`config.mk`:
```
export PLATFORM = sky130hd
export DESIGN_NAME = acj_unit
export DESIGN_NICKNAME = d
export VERILOG_FILES = /design/src/include/acj_pkg.sv /design/src/logic/acj_unit.sv /design/src/logic/acj_input_mux.sv
export SDC_FILE = /design/constraint.sdc
export NUM_CORES = 2
export LEC_CHECK = 0
export BUFFER_PORTS_ARGS = -buffer_cell sky130_fd_sc_hd__buf_2
export CAP_MARGIN = 15
export CORE_AREA = 2 2 511 386
export CTS_CLUSTER_SIZE = 24
export DETAILED_ROUTE_END_ITERATION = 8
export DIE_AREA = 0 0 513 388
export PLACE_DENSITY = 0.51
export SLEW_MARGIN = 20
export SYNTH_ARGS = -nofsm -noshare
export SYNTH_HDL_FRONTEND = slang
export SYNTH_SLANG_ARGS = --single-unit
```
`constraint.sdc`:
```
create_clock -name mclk -period 248.2 [get_ports mclk]
set_input_delay 49.64 -clock mclk [delete_from_list [all_inputs] [get_ports mclk]]
set_output_delay 49.64 -clock mclk [all_outputs]
set_load 0.01 [all_outputs]
```
`src/include/acj_pkg.sv`:
```
package acj_pkg;
  // Instruction numbers
  localparam logic [7:0] INSTR_INPUT_READ  = 8'h0F;
  localparam logic [7:0] INSTR_ARITH       = 8'h13;
  localparam logic [7:0] INSTR_COMPARE     = 8'h14;
  localparam logic [7:0] INSTR_COND_JUMP   = 8'h15;
  // Reply status codes
  localparam logic [7:0] STATUS_OK         = 8'h64;
  localparam logic [7:0] STATUS_BAD_CMD    = 8'h02;
  localparam logic [7:0] STATUS_BAD_TYPE   = 8'h03;
  // Input banks and ports
  localparam logic [7:0] BANK_DIGITAL      = 8'h00;
  localparam logic [7:0] BANK_ANALOG       = 8'h01;
  localparam logic [7:0] PORT_ALL_INPUTS   = 8'hFF;
  localparam logic [7:0] PORT_ANALOG_ZERO  = 8'h00;
  localparam logic [7:0] PORT_SUPPLY       = 8'h08;
  localparam logic [7:0] PORT_TEMPERATURE  = 8'h09;
  localparam int         NUM_INPUTS        = 3;
  localparam int         ADC_BITS          = 12;
  localparam int         PC_BITS           = 16;
  localparam logic [31:0] ACC_RESET        = 32'h0000_0000;

  typedef enum logic [3:0] {
    OP_ADD, OP_SUB, op_multiply, OP_DIV, op_modulo, OP_AND, OP_OR, OP_XOR, OP_NOT, OP_LOAD
  } acj_arith_e;

  typedef enum logic [3:0] {
    cond_zero, cond_not_zero, cond_equal, cond_not_equal, cond_greater, cond_greater_equal,
    cond_lower, cond_lower_equal, timeout_error_flag, external_alarm_flag,
    deviation_error_flag, position_error_flag
  } acj_cond_e;

  // Command frame fields, value bytes MSB first
  typedef struct packed {
    logic [7:0] instr;
    logic [7:0] cmd_type;
    logic [7:0] bank;
    logic [3:0][7:0] value_bytes;
  } acj_cmd_s;

  typedef struct packed {
    logic [7:0]  status;
    logic [7:0]  instr;
    logic [31:0] value;
  } acj_reply_s;

  typedef struct packed {
    logic [ADC_BITS-1:0] analog_zero;
    logic [15:0]         supply_dv;
    logic signed [15:0]  temperature_c;
    logic [NUM_INPUTS-1:0] digital;
  } acj_inputs_s;

  typedef struct packed {
    logic zero;
    logic equal;
    logic greater;
    logic lower;
  } acj_flags_s;

  typedef struct packed {
    logic timeout;
    logic alarm;
    logic deviation;
    logic position;
  } acj_errors_s;
endpackage

```
`src/logic/acj_unit.sv`:
```
`timescale 1ns/1ps
module acj_unit #(
  parameter int PC_W = acj_pkg::PC_BITS
) (
  input  wire logic                  mclk,
  input  wire logic                  rst_b,
  input  wire logic                  clk_en,
  input  wire logic                  cmd_valid,
  input  wire acj_pkg::acj_cmd_s     cmd,
  input  wire logic                  standalone_mode,
  input  wire acj_pkg::acj_inputs_s  inputs,
  input  wire acj_pkg::acj_errors_s  errors,
  output logic                       reply_valid,
  output acj_pkg::acj_reply_s        reply,
  output logic [31:0]                accumulator,
  output acj_pkg::acj_flags_s        flags,
  output logic [PC_W-1:0]            program_counter,
  output logic                       pc_load
);
  typedef struct packed {
    logic [31:0]          acc;
    acj_pkg::acj_flags_s  flags;
    logic [PC_W-1:0]      pc;
    logic                 pc_load;
    logic                 reply_valid;
    acj_pkg::acj_reply_s  reply;
  } acj_state_s;

  acj_state_s   state_r;
  acj_state_s   state_nxt;
  logic [31:0]  operand;
  logic [31:0]  input_value;
  logic         input_ok;

  assign operand = cmd.value_bytes;

  acj_input_mux u_input_mux (
    .inputs (inputs),
    .port   (cmd.cmd_type),
    .bank   (cmd.bank),
    .value  (input_value),
    .valid  (input_ok)
  );

  function automatic logic [31:0] arith(input logic [31:0] a, input logic [31:0] b,
                                        input logic [3:0] op, output logic ok);
    logic signed [31:0] sa;
    logic signed [31:0] sb;
    sa = a;
    sb = b;
    ok = 1'b1;
    arith = a;
    case (acj_pkg::acj_arith_e'(op))
      acj_pkg::OP_ADD:      arith = a + b;
      acj_pkg::OP_SUB:      arith = a - b;
      acj_pkg::op_multiply: arith = 32'(sa * sb);
      acj_pkg::OP_DIV:      arith = (b == 32'h0000_0000) ? a : 32'(sa / sb);
      acj_pkg::op_modulo:   arith = (b == 32'h0000_0000) ? a : 32'(sa % sb);
      acj_pkg::OP_AND:      arith = a & b;
      acj_pkg::OP_OR:       arith = a | b;
      acj_pkg::OP_XOR:      arith = a ^ b;
      acj_pkg::OP_NOT:      arith = ~a;
      acj_pkg::OP_LOAD:     arith = b;
      default: begin
        arith = a;
        ok = 1'b0;
      end
    endcase
  endfunction

  function automatic logic cond_met(input logic [3:0] c, input acj_pkg::acj_flags_s f,
                                    input acj_pkg::acj_errors_s e, output logic ok);
    ok = 1'b1;
    case (acj_pkg::acj_cond_e'(c))
      acj_pkg::cond_zero:            cond_met = f.zero;
      acj_pkg::cond_not_zero:        cond_met = !f.zero;
      acj_pkg::cond_equal:           cond_met = f.equal;
      acj_pkg::cond_not_equal:       cond_met = !f.equal;
      acj_pkg::cond_greater:         cond_met = f.greater;
      acj_pkg::cond_greater_equal:   cond_met = f.greater || f.equal;
      acj_pkg::cond_lower:           cond_met = f.lower;
      acj_pkg::cond_lower_equal:     cond_met = f.lower || f.equal;
      acj_pkg::timeout_error_flag:   cond_met = e.timeout;
      acj_pkg::external_alarm_flag:  cond_met = e.alarm;
      acj_pkg::deviation_error_flag: cond_met = e.deviation;
      acj_pkg::position_error_flag:  cond_met = e.position;
      default: begin
        cond_met = 1'b0;
        ok = 1'b0;
      end
    endcase
  endfunction

  always_comb begin
    logic        ok;
    logic        take;
    logic [31:0] res;
    ok = 1'b1;
    take = 1'b0;
    res = 32'h0000_0000;
    state_nxt = state_r;
    state_nxt.reply_valid = 1'b0;
    state_nxt.pc_load = 1'b0;
    if (cmd_valid) begin
      state_nxt.reply_valid = !standalone_mode;
      state_nxt.reply.instr = cmd.instr;
      state_nxt.reply.status = acj_pkg::STATUS_OK;
      state_nxt.reply.value = operand;
      case (cmd.instr)
        acj_pkg::INSTR_INPUT_READ: begin
          state_nxt.reply.value = input_value;
          if (!input_ok) begin
            state_nxt.reply.status = acj_pkg::STATUS_BAD_TYPE;
          end else if (standalone_mode || cmd.cmd_type == acj_pkg::PORT_ALL_INPUTS) begin
            state_nxt.acc = input_value;
          end
        end
        acj_pkg::INSTR_ARITH: begin
          res = arith(state_r.acc, operand, cmd.cmd_type[3:0], ok);
          if (ok && cmd.cmd_type[7:4] == 4'h0) begin
            state_nxt.acc = res;
            state_nxt.reply.status = acj_pkg::STATUS_OK;
          end else begin
            state_nxt.reply.status = acj_pkg::STATUS_BAD_TYPE;
          end
        end
        acj_pkg::INSTR_COMPARE: begin
          state_nxt.flags.zero    = (state_r.acc == operand);
          state_nxt.flags.equal   = (state_r.acc == operand);
          state_nxt.flags.greater = ($signed(state_r.acc) > $signed(operand));
          state_nxt.flags.lower   = ($signed(state_r.acc) < $signed(operand));
        end
        acj_pkg::INSTR_COND_JUMP: begin
          take = cond_met(cmd.cmd_type[3:0], state_r.flags, errors, ok);
          if (!ok || cmd.cmd_type[7:4] != 4'h0) begin
            state_nxt.reply.status = acj_pkg::STATUS_BAD_TYPE;
          end else if (take) begin
            state_nxt.pc = operand[PC_W-1:0];
            state_nxt.pc_load = 1'b1;
          end
        end
        default: begin
          state_nxt.reply.status = acj_pkg::STATUS_BAD_CMD;
        end
      endcase
    end
  end

  always_ff @(posedge mclk or negedge rst_b) begin
    if (!rst_b) begin
      state_r <= '{acc: acj_pkg::ACC_RESET, flags: '0, pc: '0, pc_load: 1'b0,
                   reply_valid: 1'b0, reply: '0};
    end else if (clk_en) begin
      state_r <= state_nxt;
    end
  end

  assign accumulator     = state_r.acc;
  assign flags           = state_r.flags;
  assign program_counter = state_r.pc;
  assign pc_load         = state_r.pc_load;
  assign reply_valid     = state_r.reply_valid;
  assign reply           = state_r.reply;
endmodule

```
`src/logic/acj_input_mux.sv`:
```
`timescale 1ns/1ps
module acj_input_mux (
  input  wire acj_pkg::acj_inputs_s inputs,
  input  wire logic [7:0]           port,
  input  wire logic [7:0]           bank,
  output logic [31:0]               value,
  output logic                      valid
);
  // Digital and analog views come from separate input fields, bank selects which one is read
  always_comb begin
    value = 32'h0000_0000;
    valid = 1'b0;
    if (bank == acj_pkg::BANK_DIGITAL) begin
      if (port == acj_pkg::PORT_ALL_INPUTS) begin
        value = {{(32-acj_pkg::NUM_INPUTS){1'b0}}, inputs.digital};
        valid = 1'b1;
      end else if (port < 8'(acj_pkg::NUM_INPUTS)) begin
        value = {31'h0000_0000, inputs.digital[port[1:0]]};
        valid = 1'b1;
      end
    end else if (bank == acj_pkg::BANK_ANALOG) begin
      case (port)
        acj_pkg::PORT_ANALOG_ZERO: begin
          value = {{(32-acj_pkg::ADC_BITS){1'b0}}, inputs.analog_zero};
          valid = 1'b1;
        end
        acj_pkg::PORT_SUPPLY: begin
          value = {16'h0000, inputs.supply_dv};
          valid = 1'b1;
        end
        acj_pkg::PORT_TEMPERATURE: begin
          value = {{16{inputs.temperature_c[15]}}, inputs.temperature_c};
          valid = 1'b1;
        end
        default: begin
          value = 32'h0000_0000;
          valid = 1'b0;
        end
      endcase
    end
  end
endmodule

```
; ---- After elaboration in Yosys (flattened, before gate mapping)
; Cells that the tools add are included.
[word_totals]
inputBits = 112
output_inout_bits = 102
elab_cells = 111
regBits = 101
[op_classes]
eq_ne = 26
n_div = 2
n_reduce_logical = 24
mul = 1
magnitude_cmp = 4
addsub = 2
n_bitwise = 5
muxes = 37
[op_table]
columns = cell, n
row1 = $pmux W32 S10, 1
row2 = $mux W32, 9
row3 = $pmux W32 S3, 1
row4 = $pmux W32 S2, 1
row5 = $mux W50, 1
row6 = $add A32 B32 Y32, 1
row7 = $and A32 B32 Y32, 1
row8 = $div A32 B32 Y32, 1
row9 = $eq A32 B32 Y1, 1
row10 = $gt A32 B32 Y1, 1
row11 = $logic_not A32 Y1, 1
row12 = $lt A32 B32 Y1, 1
row13 = $mod A32 B32 Y32, 1
row14 = $mul A32 B32 Y32, 1
row15 = $not A32 Y32, 1
row16 = $or A32 B32 Y32, 1
row17 = $sub A32 B32 Y32, 1
row18 = $xor A32 B32 Y32, 1
row19 = $pmux W7 S4, 1
row20 = $eq A8 B4 Y1 const B, 3
row21 = $eq A8 B5 Y1 const B, 3
row22 = $mux W7, 3
row23 = $mux W1, 18
row24 = $eq A4 B3 Y1 const B, 4
row25 = other kinds (28), 43

; ---- Depth between registers and ports, before layout
[logic_depth]
word_depth = 10
ltp_mapped = 389
depth_no_buf = 362

; ---- Cells and area by module
; From an unflattened synthesis, not the netlist that was laid out.
[hier_totals]
cells_unflattened = 8502
hier_area_um2 = 60700.7
[by_module_without_submodules]
columns = mod, n_inst, seq_area_each_um2, area_each_um2, cells_per_inst
row1 = acj_unit, 1, 2402.3, 60053.8, 8401
row2 = acj_input_mux, 1, 0.0, 646.9, 101

; ---- Worst setup path after synthesis
; Ideal clock, no wire load.
[synth_timing]
kind = input port to flip-flop
start = in cmd[0] in the netlist's numbering
end = reg state_r (netlist bit accumulator[30])
path_slack_ps = 117841
required_time_ps = 248076
cell_stages = 357
setup_time_ps = 124
path_buffers = 58
t_arrival_ps = 130235
cell_sequence = inv_1 > clkbuf_1 > ha_1 > clkbuf_1 > a21oi_1 > xnor2_1 > o211ai_1 > nor3b_1 > and4_1 > clkbuf_1 > nand3_1 > nor2_1 > mux2i_1 > ha_1 > o21a_1 > o21ai_0 > nor2_1 > a31oi_1 > [... 321 more ...] > nor2_1 > o21a_1 > clkbuf_1 > inv_1 > clkbuf_1 > clkbuf_1 > ha_1 > nand3_1 > or3_1 > or2_1 > or4_1 > or3_1 > o31ai_1 > xnor2_1 > o2111ai_1 > a31oi_1 > a31oi_1 > a211o_1
[synth_between]
elab_chain_len = 5
word_cells_on_any_way = 14
cone_classes = add/sub (2) / mul (1) / div (2) / eq/ne (2) / mux (5) / reduce/logical (2)
[synth_lines]
columns = element, line_no
row1 = start: declaration, acj_unit.sv:9  ; input wire acj_pkg::acj_cmd_s cmd,
row2 = $mod A32 B32 Y32 / $div A32 B32 Y32 (equally long branches), "acj_unit.sv:58, acj_unit.sv:57"
row3 = $mux W32 (on tied branches), "acj_unit.sv:58, acj_unit.sv:57"
row4 = $pmux W32 S10, acj_unit.sv:53  ; case (acj_pkg::acj_arith_e'(op))
row5 = $mux W32, acj_unit.sv:120  ; if (ok && cmd.cmd_type[7:4] == 4'h0) begin
row6 = $pmux W32 S2, acj_unit.sv:109  ; case (cmd.instr)
row7 = end signal: assignment, acj_unit.sv:151  ; state_r <= '{acc: acj_pkg::ACC_RESET, flags: '0, pc: '0, pc_load: 1'b0,
row8 = end signal: assignment, acj_unit.sv:154  ; state_r <= state_nxt;
row9 = end: declaration, acj_unit.sv:29  ; acj_state_s state_r;
; Parallel ways exist; a longest one is shown, timed or not. The select of a mux whose other input is x is not followed.
; A chain may end at the register's enable or synchronous reset.

; ---- Final worst setup path
[layout_timing]
start = in cmd[18] in the netlist's numbering
end = reg state_r (netlist bit accumulator[30])
; Same word-level chain as after synthesis.

==> metrics <==
Final Hold Viols=0; share of layout cells above drive strength 1=0.0789; most frequent CP cell=ha_1; WP data arrival=153.07 ns; synth-to-layout area growth=8.11%; Worst VDD drop=0.0000335 V; Total Routing Usage GR=0.329; final number of setup-violating endpoints=0; Min-Delay Endpoint=reply[19]$_DFFE_PN0P_; port bufs=210; fin util=0.334; # resized after CTS=0; Post-synth EDFFs=0; Yosys reg bits=96; WL final=339000 um; wire per inst=30.8 um; Max Fanout on Critical Path=42; synthesized area per cell=7.12 sq um; Final Cycle Share=0.615; total global routing overflow=0; setup TNS=0 ns; Root Driver=clkbuf_16; nets@finish=9739; Main synth FF type=dfrtp_1; number of routed nets with antenna violations=0; slew at the pin with the worst max-slew slack=1.27 ns; antenna violations before repair=31; Rows=140; TritonCTS Sinks=96; register area=2400 sq um; routed via count=68293; Final Non-Filler Cells=11012; Gate Count Post-Synth=8410; HPWL after DPL=269000 um; post-layout min period=152.75 ns; vias in the first global route=63655; Max Buffers Root-to-Sink=2; Starting Density=0.309; CTS tree=built; Skew-Pair Late Insertion Delay=0.43 ns; setup bufs post-CTS=0; max incr delay on CP=0.98 ns; vias per cell=6.20; first-pass GRT wire length=477000 um; hold path depth=2; status=finished with violations; GPL Wtd Cong=1.09; Leak=30.3 nW; area of the multi-input gates=53200 sq um; Register-to-Register Path Depth=327; mapped cell area=59900 sq um; fillcell total=20847; Final WS setup=95.45 ns; Yosys warnings=0; CTS Hold Bufs=0; Final Skew=0.0172 ns; r2r endpoint=accumulator[30]$_DFFE_PN0P_; DRT iter0 DRCs=10339; Hold Crit Start=reply[19]$_DFFE_PN0P_; RSZ-0062 raised after global routing=false; total I/O pin count=214; Worst R2R Setup Slack=144.39 ns; core area=194000 sq um; Synth async-reset ratio=1.00; Max Clk Rate=6.55 MHz; clock slew at reported path FFs=0.10 ns; fin. max-slew vios=0; die area=199000 sq um; placed cells=10981; DR DRC count=1; slowest library cell on the worst path=nor2_1; pre-CTS setup slack=99.48 ns; failing checks=DRC; CP endpoint kind=flip-flop; power per cell area=13.9 nW/um^2; Seq/Total Area, Yosys=0.0401; Chip Height=388 um; Slew HR=0.147; Netlist cell types=112; Crit Path Class=in2reg; Clock H-tree levels=3; startpoint types=input pin; Inserted Clock Buffers=9; die extent in x=513 um; reg2reg start=accumulator[18]$_DFFE_PN0P_; min-delay worst type=reg2reg; WP data required=248.53 ns; largest net degree at the start of global routing=75; Max Cap Violations=0; DR pass1 iterations=9
state kept, by name (all words and copies together) (netlist names):
register,flops
reply_valid,1
pc_load,1
program_counter,16
flags,3
accumulator,32
reply,43
how the worst max path moves through the flow:
stage                             endpoint  slack (ns)    start
2_1_floorplan  accumulator[30]$_DFFE_PN0P_      117.84   cmd[0]
3_3_place_gp   accumulator[30]$_DFFE_PN0P_       99.63  cmd[18]
3_5_place_dp   accumulator[30]$_DFFE_PN0P_       99.48  cmd[13]
4_1_cts        accumulator[30]$_DFFE_PN0P_       99.53  cmd[13]
5_1_grt        accumulator[30]$_DFFE_PN0P_       91.04  cmd[18]
6_report       accumulator[30]$_DFFE_PN0P_       95.45  cmd[18]
critical path, delay by kind of cell:
family	cells	cell delay, ns
compound gates	157	48.41
buf+inv	25	5.29
simple gates	107	36.44
mux	5	1.60
fa+ha+maj	32	10.61
xor+xnor	2	0.73
placed cells by master, fill, tap and decap left out, types with 56 or more instances in the layout:
cell      count
a211oi_1     63
a21o_1      202
a21oi_1     634
a221oi_1     58
a31oi_1     111
buf_2       209
buf_4       192
dfrtp_1      94
fa_1        411
ha_1        779
inv_1       802
nand2_1    1066
nand2b_1     61
nand3_1     159
nand4_1      89
nor2_1      811
nor2b_1      62
nor3_1      207
o211ai_1     81
o21a_1      139
o21ai_0     430
o21bai_1     71
o31ai_1      61
or2_2        56
or3_1        78
xnor2_1     376
xor2_1      201
final cells by class:
type,count,share of cell area
antenna,16,0.000618
clock buffer,9,0.00348
clock inverter,6,0.000889
inverter,822,0.0477
multi-input combinational,7106,0.822
sequential,96,0.0371
tap,2556,0.0494
timing repair buffer,401,0.0384
synth_stat cells (all sizes together) (20+ instances only):
| cell type | number | share of area |
|---|---|---|
| a211o | 24 | 0.0035 |
| a211oi | 67 | 0.0085 |
| a21boi | 27 | 0.0034 |
| a21o | 202 | 0.025 |
| a21oi | 640 | 0.054 |
| a221o | 26 | 0.0043 |
| a221oi | 59 | 0.0087 |
| a22oi | 26 | 0.0033 |
| a31oi | 112 | 0.012 |
| and2 | 51 | 0.0054 |
| and3 | 48 | 0.0051 |
| buf | 109 | 0.0084 |
| clkbuf | 279 | 0.017 |
| dfrtp | 96 | 0.040 |
| fa | 411 | 0.14 |
| ha | 780 | 0.16 |
| inv | 809 | 0.051 |
| mux2 | 52 | 0.0098 |
| mux2i | 42 | 0.0070 |
| nand2 | 1067 | 0.067 |
| nand2b | 61 | 0.0064 |
| nand3 | 163 | 0.014 |
| nand4 | 91 | 0.0097 |
| nor2 | 820 | 0.052 |
| nor2b | 62 | 0.0065 |
| nor3 | 218 | 0.019 |
| nor3b | 20 | 0.0025 |
| nor4 | 59 | 0.0077 |
| o2111ai | 32 | 0.0047 |
| o211ai | 83 | 0.011 |
| o21a | 139 | 0.017 |
| o21ai | 453 | 0.038 |
| o21bai | 71 | 0.0089 |
| o221ai | 41 | 0.0060 |
| o22ai | 40 | 0.0043 |
| o31ai | 65 | 0.0083 |
| o41ai | 22 | 0.0032 |
| or2 | 61 | 0.0064 |
| or3 | 78 | 0.0081 |
| or4 | 30 | 0.0038 |
| xnor2 | 401 | 0.059 |
| xor2 | 201 | 0.029 |
logic make-up after synthesis:
group / count (synthesis) / synth area share
compound gates: 2330 / 0.256
xor+xnor: 602 / 0.0880
fa+ha+maj: 1191 / 0.300
buf+inv: 1210 / 0.0774
flops: 96 / 0.0401
mux: 95 / 0.0172
other cells: 1 / 0.0000626
simple gates: 2885 / 0.221
per-layer routing:
layer | vias to the layer above | wire [um] | share of wire | track usage
met3 | 634 | 46900 | 0.14 | 0.108
met1 | 33373 | 149000 | 0.44 | 0.477
met4 | 20 | 15100 | 0.045 | 0.125
met5 | - | 120 | 0.00035 | 0
li1 | 29611 | - | - | -
met2 | 4655 | 128000 | 0.38 | 0.439
per-stage QoR:
stage               total power, W  hold slack, ns  instance area (sq um)
floorplan                 0.000608           0.514                  59900
detailed placement        0.000859           0.470                  64400
CTS                       0.000882           0.486                  64700
global route              0.000987           0.513                  64700
global placement          0.000853           0.455                  64400
finish                    0.000903           0.481                  64700
report_power, final:
group / internal (W) / switching (W)
Combinational: 0.000329 / 0.000539
Clock: 0.00000704 / 0.00000886
Sequential: 0.0000169 / 0.00000120
Note: power is estimated with default switching activity, not from simulation.
